==> config.mk <==
export PLATFORM = sky130hd
export DESIGN_NAME = sfcd_decoder
export DESIGN_NICKNAME = d
export VERILOG_FILES = /design/src/hw/sfcd_pin_sync.v /design/src/hw/sfcd_decoder.v
export VERILOG_INCLUDE_DIRS = /design/src /design/src/hw
export SDC_FILE = /design/constraint.sdc
export NUM_CORES = 1
export LEC_CHECK = 0
export BUFFER_PORTS_ARGS = -buffer_cell sky130_fd_sc_hd__buf_4
export CORE_AREA = 2 2 120 239
export DETAILED_ROUTE_END_ITERATION = 8
export DIE_AREA = 0 0 122 241
export PLACE_DENSITY = 0.6
export SETUP_SLACK_MARGIN = 0.1
export SYNTH_ARGS = -nofsm -noshare
export SYNTH_HDL_FRONTEND = slang
export SYNTH_SLANG_ARGS = --single-unit
==> constraint.sdc <==
create_clock -name clock_i -period 6 [get_ports clock_i]
set_input_delay 0.6 -clock clock_i [delete_from_list [all_inputs] [get_ports clock_i]]
set_output_delay 0.6 -clock clock_i [all_outputs]
set_load 0.05 [all_outputs]
==> src/hw/sfcd_defs.vh <==
// sfcd_defs.vh: opcodes, decode fields and fixed counts of the serial
// flash command decoder. definitions only, included by the decoder.
`ifndef SFCD_DEFS_VH
`define SFCD_DEFS_VH

// opcodes
`define SFCD_OP_WRITE_ENABLE_CMD_CMD   8'h06
`define SFCD_OP_WRITE_DISABLE_CMD_CMD   8'h04
`define SFCD_OP_STAT1_RD   8'h05
`define SFCD_OP_STAT2_RD   8'h35
`define SFCD_OP_STAT_WR    8'h01
`define SFCD_OP_READ       8'h03
`define SFCD_OP_FAST_READ  8'h0B
`define SFCD_OP_DUAL_OUT   8'h3B
`define SFCD_OP_DUAL_IO    8'hBB
`define SFCD_OP_OTP_RD_A   8'h4B
`define SFCD_OP_OTP_RD_B   8'h48
`define SFCD_OP_OTP_PROG   8'h42
`define SFCD_OP_PAGE_PROG  8'h02
`define SFCD_OP_TWO_PROG   8'hA2
`define SFCD_OP_CLEAR_4K   8'h20
`define SFCD_OP_BLK_ERA_A  8'hD8
`define SFCD_OP_BLK_ERA_B  8'h52
`define SFCD_OP_CHIP_ERA_A 8'hC7
`define SFCD_OP_CHIP_ERA_B 8'h60
`define SFCD_OP_DEEP_PD    8'hB9
`define SFCD_OP_JEDEC_ID   8'h9F
`define SFCD_OP_MAKER_DEV  8'h90
`define SFCD_OP_WAKE_SIG   8'hAB

// decode word: {known, byte-boundary class, needs latch, data in,
// data out, address bytes[1:0], dummy bytes[1:0]}
`define SFCD_DEC_KNOWN   8
`define SFCD_DEC_WCLASS  7
`define SFCD_DEC_NEEDWEL 6
`define SFCD_DEC_DIN     5
`define SFCD_DEC_DOUT    4
`define SFCD_DEC_NADDR   3:2
`define SFCD_DEC_NDUM    1:0
`define SFCD_DEC_NONE    9'h000
`define SFCD_DEC_CTRL    9'h1A0
`define SFCD_DEC_WR0     9'h1E0
`define SFCD_DEC_WR3     9'h1EC
`define SFCD_DEC_OUT0    9'h110
`define SFCD_DEC_RD3     9'h11C
`define SFCD_DEC_FRD3    9'h11D
`define SFCD_DEC_MAKER   9'h116
`define SFCD_DEC_WAKE    9'h113

// data byte limits
`define SFCD_MAX_PAGE    9'h100
`define SFCD_MAX_OTP     9'h040
`define SFCD_MAX_STAT    9'h002
`define SFCD_MAX_NONE    9'h000
`define SFCD_OTP_AMSB    5

// status and mode bits
`define SFCD_ST_WIP      0
`define SFCD_ST_WEL      1
`define SFCD_MODE_EXIT   4
`define SFCD_MODE_FLD    5:4
`define SFCD_MODE_CONT   2'h2
`define SFCD_MODE_RST    8'h00
`define SFCD_ONES_EXIT   5'h10

// pin reset levels {io1, io0, cs_n, sck}
`define SFCD_PIN_RST     4'h2

`endif

==> src/hw/sfcd_pin_sync.v <==
// sfcd_pin_sync: three-stage synchroniser with agreement filter.
// assumes pins are asynchronous to clock_i and slower than 3 cycles.
`timescale 1ns/100ps
module sfcd_pin_sync #(
  parameter       W       = 4,
  parameter [3:0] RST_VAL = 4'h0
) (
  // clock and reset
  input  wire         clock_i,
  input  wire         sys_rst_i,
  input  wire         clk_en_i,
  // pins
  input  wire [W-1:0] pin_i,
  // filtered level and edge pulses
  output reg  [W-1:0] lvl_o,
  output reg  [W-1:0] rise_o,
  output reg  [W-1:0] fall_o
);

  reg [W-1:0] ff1_r;
  reg [W-1:0] ff2_r;
  reg [W-1:0] ff3_r;

  // ff1 feeds ff2 only; the level moves once ff2 and ff3 agree
  always @(posedge clock_i) begin
    if (sys_rst_i) begin
      ff1_r  <= RST_VAL[W-1:0];
      ff2_r  <= RST_VAL[W-1:0];
      ff3_r  <= RST_VAL[W-1:0];
      lvl_o  <= RST_VAL[W-1:0];
      rise_o <= {W{1'b0}};
      fall_o <= {W{1'b0}};
    end else if (clk_en_i) begin
      ff1_r  <= pin_i;
      ff2_r  <= ff1_r;
      ff3_r  <= ff2_r;
      lvl_o  <= (ff2_r & ~(ff2_r ^ ff3_r)) | (lvl_o & (ff2_r ^ ff3_r));
      rise_o <= ~(ff2_r ^ ff3_r) & ff3_r & ~lvl_o;
      fall_o <= ~(ff2_r ^ ff3_r) & ~ff3_r & lvl_o;
    end
  end

endmodule

==> src/hw/sfcd_decoder.v <==
// sfcd_decoder: opcode decoder and write enable latch of a serial flash.
// assumes clock_i at 50 MHz, serial clock at most an eighth of that, and
// an array controller that takes exec/write strobes and answers reads.
//
// How it works
// - opcode 06h sets write enable latch
// - opcode 04h clears write enable latch
// - program, erase, status write need latch set
// - latch cleared at reset and as the exec cycle is launched
// - 05h/35h return status byte one/two
// - status reads honoured even while busy
// - status byte repeats while clocks continue
// - 03h three address; 0Bh adds one dummy
// - 3Bh data out on two lines
// - BBh address and mode on two lines
// - otp read: three address, one dummy
// - otp program: three address, 1-64 bytes
// - page/two-line program: 1-256 bytes
// - 90h one address, two dummies; 9Fh streams
// - B9h powers down, ABh releases, signature
// - sixteen ones force mode bit four
// - msb first, sampled on rising clock
// - write class needs byte-aligned chip select
// - busy: only status reads and continuous frames accepted
`timescale 1ns/100ps
`include "sfcd_defs.vh"
module sfcd_decoder #(
  parameter [7:0] MAKER_ID  = 8'h5A, // arbitrary value
  parameter [7:0] DEVICE_ID = 8'h15, // arbitrary value
  parameter [7:0] JEDEC_TYP = 8'h30, // arbitrary value
  parameter [7:0] JEDEC_CAP = 8'h16, // arbitrary value
  parameter [7:0] SIGNATURE = 8'h15  // arbitrary value
) (
  // clock, reset, enable
  input  wire        clock_i,
  input  wire        sys_rst_i,
  input  wire        clk_en_i,
  // serial link pins
  input  wire        spi_sck_i,
  input  wire        spi_cs_n_i,
  input  wire        spi_io0_i,
  output reg         spi_io0_o,
  output reg         spi_io0_oe_n_o,
  input  wire        spi_io1_i,
  output reg         spi_io1_o,
  output reg         spi_io1_oe_n_o,
  // status from array side
  input  wire        write_in_progress_i,
  input  wire [7:0]  status1_i,
  input  wire [7:0]  status2_i,
  // latch and power state
  output reg         write_enable_latch_o,
  output reg         deep_power_down_o,
  // execute request to array
  output reg         exec_o,
  output reg  [7:0]  exec_opcode_o,
  output reg  [23:0] exec_addr_o,
  output reg  [8:0]  exec_len_o,
  // program data
  output reg         wr_strobe_o,
  output reg  [7:0]  wr_data_o,
  // array read
  output reg         rd_req_o,
  output reg         rd_otp_o,
  output reg  [23:0] rd_addr_o,
  input  wire [7:0]  rd_data_i
);

  localparam [2:0] ST_IDLE  = 3'd0;
  localparam [2:0] ST_OPC   = 3'd1;
  localparam [2:0] ST_ADDR  = 3'd2;
  localparam [2:0] ST_DUMMY = 3'd3;
  localparam [2:0] ST_DIN   = 3'd4;
  localparam [2:0] ST_DOUT  = 3'd5;
  localparam [2:0] ST_IGN   = 3'd6;

  function [8:0] sfcd_decode;
    input [7:0] op;
    begin
      case (op)
        `SFCD_OP_WRITE_ENABLE_CMD_CMD,
        `SFCD_OP_WRITE_DISABLE_CMD_CMD,
        `SFCD_OP_DEEP_PD:    sfcd_decode = `SFCD_DEC_CTRL;
        `SFCD_OP_STAT_WR,
        `SFCD_OP_CHIP_ERA_A,
        `SFCD_OP_CHIP_ERA_B: sfcd_decode = `SFCD_DEC_WR0;
        `SFCD_OP_OTP_PROG,
        `SFCD_OP_PAGE_PROG,
        `SFCD_OP_TWO_PROG,
        `SFCD_OP_CLEAR_4K,
        `SFCD_OP_BLK_ERA_A,
        `SFCD_OP_BLK_ERA_B:  sfcd_decode = `SFCD_DEC_WR3;
        `SFCD_OP_STAT1_RD,
        `SFCD_OP_STAT2_RD,
        `SFCD_OP_JEDEC_ID:   sfcd_decode = `SFCD_DEC_OUT0;
        `SFCD_OP_READ:       sfcd_decode = `SFCD_DEC_RD3;
        `SFCD_OP_FAST_READ,
        `SFCD_OP_DUAL_OUT,
        `SFCD_OP_DUAL_IO,
        `SFCD_OP_OTP_RD_A,
        `SFCD_OP_OTP_RD_B:   sfcd_decode = `SFCD_DEC_FRD3;
        `SFCD_OP_MAKER_DEV:  sfcd_decode = `SFCD_DEC_MAKER;
        `SFCD_OP_WAKE_SIG:   sfcd_decode = `SFCD_DEC_WAKE;
        default:             sfcd_decode = `SFCD_DEC_NONE;
      endcase
    end
  endfunction

  function [8:0] sfcd_dmax;
    input [7:0] op;
    begin
      case (op)
        `SFCD_OP_PAGE_PROG,
        `SFCD_OP_TWO_PROG:   sfcd_dmax = `SFCD_MAX_PAGE;
        `SFCD_OP_OTP_PROG:   sfcd_dmax = `SFCD_MAX_OTP;
        `SFCD_OP_STAT_WR:    sfcd_dmax = `SFCD_MAX_STAT;
        default:             sfcd_dmax = `SFCD_MAX_NONE;
      endcase
    end
  endfunction

  // phase that follows the address bytes (or the opcode if none)
  function [2:0] sfcd_after;
    input [8:0] dec;
    begin
      if (dec[`SFCD_DEC_NDUM] != 2'd0)
        sfcd_after = ST_DUMMY;
      else if (dec[`SFCD_DEC_DIN])
        sfcd_after = ST_DIN;
      else
        sfcd_after = ST_DOUT;
    end
  endfunction

  wire [3:0] pin_lvl;
  wire [3:0] pin_rise;
  wire [3:0] pin_fall;

  sfcd_pin_sync #(
    .W       (4),
    .RST_VAL (`SFCD_PIN_RST)
  ) u_sync (
    .clock_i   (clock_i),
    .sys_rst_i (sys_rst_i),
    .clk_en_i  (clk_en_i),
    .pin_i     ({spi_io1_i, spi_io0_i, spi_cs_n_i, spi_sck_i}),
    .lvl_o     (pin_lvl),
    .rise_o    (pin_rise),
    .fall_o    (pin_fall)
  );

  wire sck_rise = pin_rise[0];
  wire sck_fall = pin_fall[0];
  wire cs_n_s   = pin_lvl[1];
  wire cs_fall  = pin_fall[1];
  wire cs_rise  = pin_rise[1];
  wire io0_s    = pin_lvl[2];
  wire io1_s    = pin_lvl[3];

  reg  [2:0]  st_r;
  reg  [7:0]  op_r;
  reg  [7:0]  in_sh_r;
  reg  [7:0]  out_sh_r;
  reg  [7:0]  mode_r;
  reg  [23:0] addr_r;
  reg  [2:0]  bitc_r;
  reg  [2:0]  ocnt_r;
  reg  [1:0]  cnt_r;
  reg  [1:0]  idx_r;
  reg  [8:0]  dcnt_r;
  reg  [4:0]  ones_r;
  reg         rej_r;
  reg         wel_r;
  reg         dpd_r;
  reg  [7:0]  out_byte;

  wire dual_in = ((op_r == `SFCD_OP_DUAL_IO) && ((st_r == ST_ADDR) || (st_r == ST_DUMMY))) ||
                 ((op_r == `SFCD_OP_TWO_PROG) && (st_r == ST_DIN));
  wire [7:0]  in_nxt   = dual_in ? {in_sh_r[5:0], io1_s, io0_s} : {in_sh_r[6:0], io0_s};
  wire [2:0]  bitc_nxt = bitc_r + (dual_in ? 3'd2 : 3'd1);
  wire        byte_done = (bitc_nxt == 3'd0);
  wire [23:0] addr_cat = {addr_r[15:0], in_nxt};
  wire [8:0]  dec_in   = sfcd_decode(in_nxt);
  wire [8:0]  dec_op   = sfcd_decode(op_r);
  wire [8:0]  dmax     = sfcd_dmax(op_r);
  wire [8:0]  dmin     = (dmax != `SFCD_MAX_NONE) ? 9'h001 : 9'h000;
  wire        out_dual = (op_r == `SFCD_OP_DUAL_OUT) || (op_r == `SFCD_OP_DUAL_IO);
  wire        is_otp   = (op_r == `SFCD_OP_OTP_RD_A) || (op_r == `SFCD_OP_OTP_RD_B);
  wire        is_mem   = is_otp || (op_r == `SFCD_OP_READ) || (op_r == `SFCD_OP_FAST_READ) || out_dual;
  wire        cont_on  = (mode_r[`SFCD_MODE_FLD] == `SFCD_MODE_CONT);
  wire        st_read  = (in_nxt == `SFCD_OP_STAT1_RD) || (in_nxt == `SFCD_OP_STAT2_RD);
  wire        refuse   = !dec_in[`SFCD_DEC_KNOWN] || (write_in_progress_i && !st_read) ||
                         (dpd_r && (in_nxt != `SFCD_OP_WAKE_SIG)) ||
                         (dec_in[`SFCD_DEC_NEEDWEL] && !wel_r);
  wire [7:0]  byte_v   = (ocnt_r == 3'd0) ? out_byte : out_sh_r;
  // otp area is 64 bytes, so its read address wraps inside it
  wire [23:0] rd_inc   = is_otp ? {rd_addr_o[23:`SFCD_OTP_AMSB+1], rd_addr_o[`SFCD_OTP_AMSB:0] + 6'h01}
                                : rd_addr_o + 24'h00_0001;

  always @* begin
    case (op_r)
      // status bytes, latch and busy live
      `SFCD_OP_STAT1_RD: begin
        out_byte = status1_i;
        out_byte[`SFCD_ST_WIP] = write_in_progress_i;
        out_byte[`SFCD_ST_WEL] = wel_r;
      end
      `SFCD_OP_STAT2_RD: out_byte = status2_i;
      `SFCD_OP_JEDEC_ID: out_byte = (idx_r == 2'd0) ? MAKER_ID :
                                    (idx_r == 2'd1) ? JEDEC_TYP : JEDEC_CAP;
      `SFCD_OP_MAKER_DEV: out_byte = (idx_r[0] ^ addr_r[0]) ? DEVICE_ID : MAKER_ID;
      `SFCD_OP_WAKE_SIG: out_byte = SIGNATURE;
      default:           out_byte = rd_data_i;
    endcase
  end

  always @* begin
    write_enable_latch_o = wel_r;
    deep_power_down_o    = dpd_r;
  end

  always @(posedge clock_i) begin
    if (sys_rst_i) begin
      st_r           <= ST_IDLE;
      op_r           <= 8'h00;
      in_sh_r        <= 8'h00;
      out_sh_r       <= 8'h00;
      mode_r         <= `SFCD_MODE_RST;
      addr_r         <= 24'h00_0000;
      bitc_r         <= 3'd0;
      ocnt_r         <= 3'd0;
      cnt_r          <= 2'd0;
      idx_r          <= 2'd0;
      dcnt_r         <= 9'h000;
      ones_r         <= 5'h00;
      rej_r          <= 1'b0;
      wel_r          <= 1'b0;
      dpd_r          <= 1'b0;
      spi_io0_o      <= 1'b0;
      spi_io1_o      <= 1'b0;
      spi_io0_oe_n_o <= 1'b1;
      spi_io1_oe_n_o <= 1'b1;
      exec_o         <= 1'b0;
      exec_opcode_o  <= 8'h00;
      exec_addr_o    <= 24'h00_0000;
      exec_len_o     <= 9'h000;
      wr_strobe_o    <= 1'b0;
      wr_data_o      <= 8'h00;
      rd_req_o       <= 1'b0;
      rd_otp_o       <= 1'b0;
      rd_addr_o      <= 24'h00_0000;
    end else if (clk_en_i) begin
      exec_o      <= 1'b0;
      wr_strobe_o <= 1'b0;
      rd_req_o    <= 1'b0;
      if (cs_rise) begin
        spi_io0_oe_n_o <= 1'b1;
        spi_io1_oe_n_o <= 1'b1;
        st_r           <= ST_IDLE;
        if (st_r == ST_DIN && !rej_r && bitc_r == 3'd0 && dcnt_r >= dmin) begin
          case (op_r)
            `SFCD_OP_WRITE_ENABLE_CMD_CMD: wel_r <= 1'b1;
            `SFCD_OP_WRITE_DISABLE_CMD_CMD: wel_r <= 1'b0;
            `SFCD_OP_DEEP_PD:  dpd_r <= 1'b1;
            default: begin
              exec_o        <= 1'b1;
              exec_opcode_o <= op_r;
              exec_addr_o   <= addr_r;
              exec_len_o    <= dcnt_r;
              // latch cleared as the cycle is launched
              wel_r         <= 1'b0;
            end
          endcase
        end
      end else if (cs_fall) begin
        bitc_r <= 3'd0;
        ocnt_r <= 3'd0;
        idx_r  <= 2'd0;
        dcnt_r <= 9'h000;
        ones_r <= 5'h00;
        rej_r  <= 1'b0;
        // continuous mode skips the opcode and starts at the address
        if (cont_on && !dpd_r) begin
          st_r  <= ST_ADDR;
          op_r  <= `SFCD_OP_DUAL_IO;
          cnt_r <= 2'd3;
        end else begin
          st_r  <= ST_OPC;
        end
      end else if (!cs_n_s && sck_rise) begin
        in_sh_r <= in_nxt;
        bitc_r  <= bitc_nxt;
        if (byte_done) begin
          case (st_r)
            ST_OPC: begin
              op_r <= in_nxt;
              if (refuse) begin
                st_r <= ST_IGN;
              end else begin
                if (in_nxt == `SFCD_OP_WAKE_SIG)
                  dpd_r <= 1'b0;
                // address and dummy counts per opcode
                if (dec_in[`SFCD_DEC_NADDR] != 2'd0) begin
                  st_r  <= ST_ADDR;
                  cnt_r <= dec_in[`SFCD_DEC_NADDR];
                end else begin
                  st_r  <= sfcd_after(dec_in);
                  cnt_r <= dec_in[`SFCD_DEC_NDUM];
                end
              end
            end
            ST_ADDR: begin
              addr_r <= addr_cat;
              if (cnt_r == 2'd1) begin
                st_r  <= sfcd_after(dec_op);
                cnt_r <= dec_op[`SFCD_DEC_NDUM];
                if (is_mem && dec_op[`SFCD_DEC_NDUM] == 2'd0) begin
                  rd_req_o  <= 1'b1;
                  rd_otp_o  <= is_otp;
                  rd_addr_o <= addr_cat;
                end
              end else begin
                cnt_r <= cnt_r - 2'd1;
              end
            end
            ST_DUMMY: begin
              // mode byte of dual io read
              if (op_r == `SFCD_OP_DUAL_IO)
                mode_r <= in_nxt;
              if (cnt_r == 2'd1) begin
                st_r <= ST_DOUT;
                if (is_mem) begin
                  rd_req_o  <= 1'b1;
                  rd_otp_o  <= is_otp;
                  rd_addr_o <= addr_r;
                end
              end else begin
                cnt_r <= cnt_r - 2'd1;
              end
            end
            ST_DIN: begin
              if (dcnt_r == dmax) begin
                rej_r <= 1'b1;
              end else begin
                dcnt_r      <= dcnt_r + 9'h001;
                wr_strobe_o <= 1'b1;
                wr_data_o   <= in_nxt;
              end
            end
            default: st_r <= st_r;
          endcase
        end
        // sixteen ones leave continuous mode
        // after the mode byte load, so the forced bit wins
        if (io0_s) begin
          if (ones_r != `SFCD_ONES_EXIT)
            ones_r <= ones_r + 5'h01;
          if (ones_r == `SFCD_ONES_EXIT - 5'h01)
            mode_r[`SFCD_MODE_EXIT] <= 1'b1;
        end else begin
          ones_r <= 5'h00;
        end
      end else if (!cs_n_s && sck_fall && st_r == ST_DOUT) begin
        // odd bit on io1, even on io0
        spi_io1_o      <= byte_v[7];
        spi_io0_o      <= byte_v[6];
        spi_io1_oe_n_o <= 1'b0;
        spi_io0_oe_n_o <= ~out_dual;
        out_sh_r       <= out_dual ? {byte_v[5:0], 2'b00} : {byte_v[6:0], 1'b0};
        ocnt_r         <= ocnt_r + (out_dual ? 3'd2 : 3'd1);
        if (ocnt_r == 3'd0) begin
          idx_r <= (op_r == `SFCD_OP_JEDEC_ID && idx_r == 2'd2) ? 2'd0 : idx_r + 2'd1;
          // fetch next byte one byte ahead of need
          if (is_mem) begin
            rd_req_o  <= 1'b1;
            rd_addr_o <= rd_inc;
          end
        end
      end
    end
  end

endmodule

# [Yosys cells after proc, flatten, opt, wreduce, memory -nomap -nowiden]
# Index checks and enable logic that the tools add are counted.
[totals] ff_bits=184 input_bits=32 out_inout_bits=83 word_cells=362
[op_classes] n_addsub=8 magnitude_cmp=1 n_eq_ne=82 mux=124 n_bitwise=19 reduce_logical=92
[ops] operator="two-way mux 24 bit" count=10
[ops] operator="== test 8 bit, second input constant" count=16
[ops] operator="== test 8 x 7 -> 1 bit, second input constant" count=10
[ops] operator="one-hot mux 9 bit (8 select lines)" count=1
[ops] operator="two-way mux 8 bit" count=8
[ops] operator="two-way mux 1 bit" count=50
[ops] operator="== test 8 x 3 -> 1 bit, second input constant" count=6
[ops] operator="== test 8 x 6 -> 1 bit, second input constant" count=6
[ops] operator="one-hot mux 24 bit (2 select lines)" count=1
[ops] operator="one-hot mux 6 bit (8 select lines)" count=1
[ops] operator="two-way mux 3 bit" count=15
[ops] operator="two-way mux 9 bit" count=5
[ops] operator="one-hot mux 8 bit (5 select lines)" count=1
[ops] operator="nonzero test 2 bit" count=19
[ops] operator="two-way mux 5 bit" count=7
[ops] operator="== test 8 x 2 -> 1 bit, second input constant" count=4
[ops] operator="two-way mux 2 bit" count=16
[ops] operator="AND reduction 6 bit" count=5
[ops] operator="one-hot mux 9 bit (3 select lines)" count=1
[ops] operator="adder 24 x 1 -> 24 bit, second input constant" count=1
[ops] operator="AND reduction 4 bit" count=6
[ops] operator="inequality test 2 x 1 -> 1 bit, second input constant" count=9
[ops] operator="OR reduction 3 bit" count=6
[ops] operator="== test 8 x 1 -> 1 bit, second input constant" count=2
[ops] operator="other kinds (54)" count=120

# [Longest topological paths before layout]
[depth] word_depth=18 ltp_mapped=18 depth_no_buf=15

# [Cells and area by module]
# A second synthesis with hierarchy kept.
[unflattened] hier_cells=1261 area_unflattened_um2=9756.9
[modules_own_cells] module="sfcd_decoder" n_inst=1 cells_per_inst=1153 area_each_um2=8665.8 seq_area_each_um2=3183.1
[modules_own_cells] module="sfcd_pin_sync" n_inst=1 cells_per_inst=108 area_each_um2=1091.0 seq_area_each_um2=480.5

# [Least setup slack after synthesis]
# No wires, ideal clock.
[synth_path] kind="register to register" from="reg op_r[6]" to="reg rd_addr_o[19]" t_arrival_ns=3.451 slack_ns=2.421 stages_incl_launch_ff=18 period_less_slack_ns=3.579 path_cell_list="dfxtp_1 -> buf_6 -> and4bb_4 -> nand3_2 -> nand2_4 -> inv_4 -> ha_1 -> fa_1 -> xor2_1 -> nor3_1 -> nand3_1 -> a21oi_1 -> o221ai_1 -> a21oi_1 -> buf_2 -> o21ai_0 -> a22oi_1 -> nor2_1"
[synth_via] elab_chain_cells=8 elab_cells_between_ends=48
[synth_rtl] element="start, declared" line="sfcd_decoder.v:161" source="reg [7:0] op_r;"
[synth_rtl] element="start signal, assigned" line="sfcd_decoder.v:285" source="op_r <= `SFCD_OP_DUAL_IO;"
[synth_rtl] element="start signal, assigned" line="sfcd_decoder.v:296" source="op_r <= in_nxt;"
[synth_rtl] element="== test 8 bit / == test 8 x 7 -> 1 bit (equally long branches)" line="sfcd_decoder.v:80" source="case (op)"
[synth_rtl] element="logical AND 1 bit (tied with other cells)" line="sfcd_decoder.v:177" source="wire dual_in = ((op_r == `SFCD_OP_DUAL_IO) && ((st_r == ST_ADDR) || (st_r == ST_DUMMY))) ||"
[synth_rtl] element="logical OR 1 bit (on tied branches)" line="sfcd_decoder.v:177, sfcd_decoder.v:189"
[synth_rtl] element="two-way mux 2 bit / logical OR 1 bit (equally long branches)" line="sfcd_decoder.v:180, sfcd_decoder.v:189"
[synth_rtl] element="adder 3 x 2 -> 3 bit / logical OR 1 bit (equally long branches)" line="sfcd_decoder.v:180, sfcd_decoder.v:189"
[synth_rtl] element="zero test 3 bit / logical AND 1 bit (equally long branches)" line="sfcd_decoder.v:181, sfcd_decoder.v:317"
[synth_rtl] element="inequality test 2 bit (no source line) / inequality test 3 x 2 -> 1 bit (equally long branches)"
[synth_rtl] element="AND reduction 13 bit (no source line) *"
[synth_rtl] element="end signal, assigned" line="sfcd_decoder.v:320" source="rd_addr_o <= addr_cat;"
[synth_rtl] element="end signal, assigned" line="sfcd_decoder.v:335" source="rd_addr_o <= addr_r;"
[synth_rtl] element="end signal, assigned" line="sfcd_decoder.v:376" source="rd_addr_o <= rd_inc;"
[synth_rtl] element="end, declared" line="sfcd_decoder.v:65" source="output reg [23:0] rd_addr_o,"
# Every way passes the cells marked *; elsewhere a longest branch is shown, timed or not.
# A chain may end at the register's enable or synchronous reset.

# [Final worst setup path]
[layout_path] from="reg op_r[1]" to="reg rd_addr_o[19]"
# The elaborated chain is that of the path after synthesis.

==> results.md <==
Worst setup path:
- For the worst setup path, the data arrival time is 4.86 ns.
- The startpoint identified for the worst register-to-register timing path is op_r[1].
- The launching element type of the critical path is a register.
- The cell count of the worst reg-to-reg path is 17.
- Following the worst setup path forward leads to its endpoint at rd_addr_o[19].
- The worst setup path is captured at a register.
- The endpoint identified for the worst register-to-register timing path is rd_addr_o[19].
- Data on the critical path is required at its endpoint by 6.32 ns.
- Setup slack on the worst reg-to-reg path comes out at 1.46 ns.
- The largest driver fanout on the critical path is 20.
- By startpoint and endpoint, the worst setup path is classified as reg -> reg.
- The most critical setup path has its startpoint at op_r[1].

Global routing:
- The total congestion overflow after global routing is 0.
- The initial antenna violation count came to 0.
- The largest net degree at the start of global routing is 84.
- The first global-routing pass estimated 51.1 mm of wire.
- The via count of the first global-routing pass is 9054.
- The global router's overall resource usage is 22.6%.

Placement:
- The final weighted congestion of routability-driven global placement is 0.908.
- After legalization and detailed placement, the total HPWL measured 24.3 mm.
- The number of cells in the design after placement is 1656.
- The count of buffers added on input and output ports is 112.
- The placed instances occupy a cell area of 10600 µm².

Clock network:
- Once the clock tree was built, the setup fixing pass inserted 0 buffers.
- Hold repair after CTS inserted 0 buffers.
- The tree is rooted in a clkbuf_16.
- The deepest level of the CTS H-tree is 4.
- No sink is reached through more buffers than the 2 on the longest clock path.
- Buffers inserted during clock tree synthesis total 17.
- The clock slew at the register clock pins of the worst setup and hold paths is 0.07 ns.
- TritonCTS built the clock tree.
- CTS saw 179 sinks.
- The clock latency at the later pin of the worst-skew pair is 0.46 ns.
- The quantity of gates resized following cts is 0.

Yosys:
- After synthesis the cells add up to 9510 µm².
- Counting flops and latches in the post-synthesis netlist gives 179.
- The synthesized area per cell is 7.56 µm².
- The count of flip-flops with a built-in enable after synthesis is 0.
- Yosys printed 0 warnings.
- For this run, the leading register cell type out of synthesis is dfxtp_1.
- The sequential fraction of the synthesis area is 37.7%.
- The number of distinct library cells after synthesis is 91.
- The number of nets handed over by synthesis was 1304.
- After technology mapping, the gate count stands at 1257.
- In the synthesized netlist the async set-or-reset flop fraction comes to 0%.

Route:
- For this block, the routed nets add up to 33.0 mm of wire.
- The routed design uses 18.2 mm of met2 wire.
- The via count of the routed design is 9467.
- The first-iteration detailed-routing DRC count is 659.
- After detailed routing, the number of remaining DRC violations is 0.
- In the routed layout, each cell is associated on average with a via count of 5.61.
- The highest metal layer carrying signal wires in the routed design is met4.
- The routed design uses 1.10 mm of met3 wire.
- The number of optimization iterations in the first detailed-route pass is 5.
- For this block, wires on met1 add up to 11.9 mm.
- The final routed wire length divided by cell count is 19.6 µm.
- The antenna violation net count after detailed routing is 0.

Cells and area:
- The ratio of cells with drive above 1 in the final layout is 15.2%.
- 0 antenna diodes ended up in the layout.
- The area growth from synthesis to layout is 17.8%.
- Leaving out fill and tap cells, the most frequent cell in the layout is nand2_1.
- The utilization after layout is 40.8%.
- The area of all placed cells without fillers is 11200 µm².
- The multi-input combinational cells in the finished layout cover a total of 5460 µm².
- The filler cell count in the final layout is 2877.
- The sequential cell area is 3580 µm².
- Leaving out fill and tap cells, the most frequent cells in the layout are nand2_1, dfxtp_1, a21oi_1.
- The final cell count without fillers is 1687.
- The number of nets in the layout is 1370.

Power and ir drop:
- The peak supply drop is 0.000214 V.
- The static leakage is 4.01 nW.
- The internal power of the cells is 0.00188 W.
- The switching power of the nets is 0.000570 W.
- The sequential power share is 48.9%.
- The share of total power consumed by net switching is 23.3%.
- The fraction of power consumed by the clock network is 48.3%.
- The total power of the final layout is 0.00244 W.
- The cell area power density is 218 nW/µm².
- The fraction of power consumed by combinational cells is 2.8%.

Floorplanning:
- The total area inside the core boundary comes to 27400 µm².
- For this configuration, the core starts out at a cell density of 34.6%.
- The die boundary height is 241 µm.
- The placement row count is 86.
- The I/O pin total is 115.
- The die covers 29400 µm².
- The die outline width is 122 µm.

Timing:
- Adding up every negative setup slack in the final design gives 0 ns.
- The normalized max-slew margin is 29.0%.
- The total count of hold-check failures in the final report is 0.
- The post-route clock skew is 0.0141 ns.
- Setup repair after global routing left no endpoint under its margin.
- The max-slew violation count is 0.
- Setup violations remaining at the end of the flow were counted as 0.
- Counting I/O delays and the setup requirement, the final critical path takes 4.54 ns.
- The maximum clock rate is 0.220 GHz.
- For the pin with the worst max-slew slack, the measured transition is 1.07 ns.
- Of the available clock period, the critical path in the final layout requires 75.7%.

Run:
- Max-cap violations in this run came to 0.

Worst hold path:
- The tightest min-delay check is of the in -> reg type.

Status:
- The flow ran to the end, and the final reports show no timing, DRC or antenna violations.
## synthesized netlist by cell type (10+ instances only)
cell type | instances | area [µm²]
nand3_1 | 36 | 180
ha_1 | 13 | 163
clkbuf_1 | 65 | 244
nand4_1 | 19 | 119
nor3_1 | 33 | 165
nand3b_1 | 10 | 75.1
a211oi_1 | 38 | 285
a21oi_1 | 138 | 691
a31oi_1 | 17 | 106
mux2i_1 | 23 | 230
o21ai_0 | 56 | 280
nor4_1 | 11 | 68.8
dfxtp_1 | 179 | 3580
nor2_1 | 137 | 514
buf_2 | 12 | 60.1
nor2b_1 | 11 | 68.8
inv_1 | 26 | 97.6
and3_1 | 14 | 87.6
and2_1 | 10 | 62.6
nand2_1 | 233 | 875
nand2b_1 | 11 | 68.8
## cell families after synthesis
logic type | Yosys count | synth area share [%]
and+or+nand+nor | 573 | 28.7
adders and majority gates | 15 | 2.13
xor gates and xnor gates | 13 | 1.20
muxes | 25 | 2.66
buffers and inverters | 116 | 5.04
AOI/OAI and AO/OA | 336 | 22.6
DFF | 179 | 37.7
## state kept, by name, indices dropped and copies added, names as in the netlist, 3 cells and up, named ones only
register       count
in_sh_r            7
exec_addr_o       24
bitc_r             3
exec_opcode_o      8
out_sh_r           7
wr_data_o          8
exec_len_o         9
u_sync.ff3_r       4
u_sync.ff2_r       4
u_sync.ff1_r       4
st_r               3
dcnt_r             9
rd_addr_o         24
ones_r             5
addr_r            24
ocnt_r             3
op_r               8
## stage by stage
| stage | setup slack, ns | hold WS, ns |
|---|---|---|
| 3_5_place_dp | 1.51 | 0.443 |
| 4_1_cts | 1.50 | 0.372 |
| 3_3_place_gp | 1.56 | 0.438 |
| 2_1_floorplan | 2.42 | 0.432 |
| 6_report | 1.46 | 0.381 |
| 5_1_grt | 1.07 | 0.400 |
## cell type report
cell class / count / share of cell area [%]
sequential: 179 / 32.0
multi-input combinational: 962 / 48.7
inverter: 29 / 0.994
timing repair buffer: 134 / 8.98
clock buffer: 17 / 3.80
clock inverter: 14 / 1.56
tap: 352 / 3.93
## worst min path at each step
| stage | from | endpoint | slack [ns] | cells after the start |
|---|---|---|---|---|
| after detailed placement | spi_io1_oe_n_o | spi_io1_oe_n_o | 0.44 | 2 |
| final | spi_io0_i | u_sync.ff1_r[2] | 0.38 | 3 |
| after global routing | spi_io0_i | u_sync.ff1_r[2] | 0.40 | 3 |
| after global placement | spi_io1_oe_n_o | spi_io1_oe_n_o | 0.44 | 2 |
| after floorplan | out_sh_r[1] | out_sh_r[1] | 0.43 | 2 |
| after CTS | spi_io1_i | u_sync.ff1_r[3] | 0.37 | 3 |
## per-layer routing
metal / vias up / GRT usage (%)
met5: - / 0
met2: 252 / 43.0
met3: 72 / 3.00
li1: 4595 / -
met4: 0 / 13.1
met1: 4548 / 23.1
## worst max-delay path, cell delays in order (launching register included)
cell	delay (ns)
dfxtp_1	0.59
nor4b_4	0.40
nand3_2	0.25
nand2_4	0.22
inv_4	0.10
ha_1	0.20
fa_1	0.43
xor2_1	0.17
nor3_1	0.14
buf_4	0.19
nand3_1	0.09
a21oi_1	0.19
o221ai_1	0.50
a21oi_1	0.28
buf_4	0.27
o21ai_0	0.12
a22oi_1	0.20
nor2_1	0.05
## power by group through the flow
stage          registers, W   logic, W  clock network [W]
2_1_floorplan       0.00122  0.0000390                  0
3_3_place_gp        0.00122  0.0000674                  0
3_5_place_dp        0.00122  0.0000680                  0
4_1_cts             0.00120  0.0000683            0.00120
5_1_grt             0.00120  0.0000740            0.00124
6_report            0.00120  0.0000676            0.00118
No activity file was read; power rests on OpenSTA's default activity.
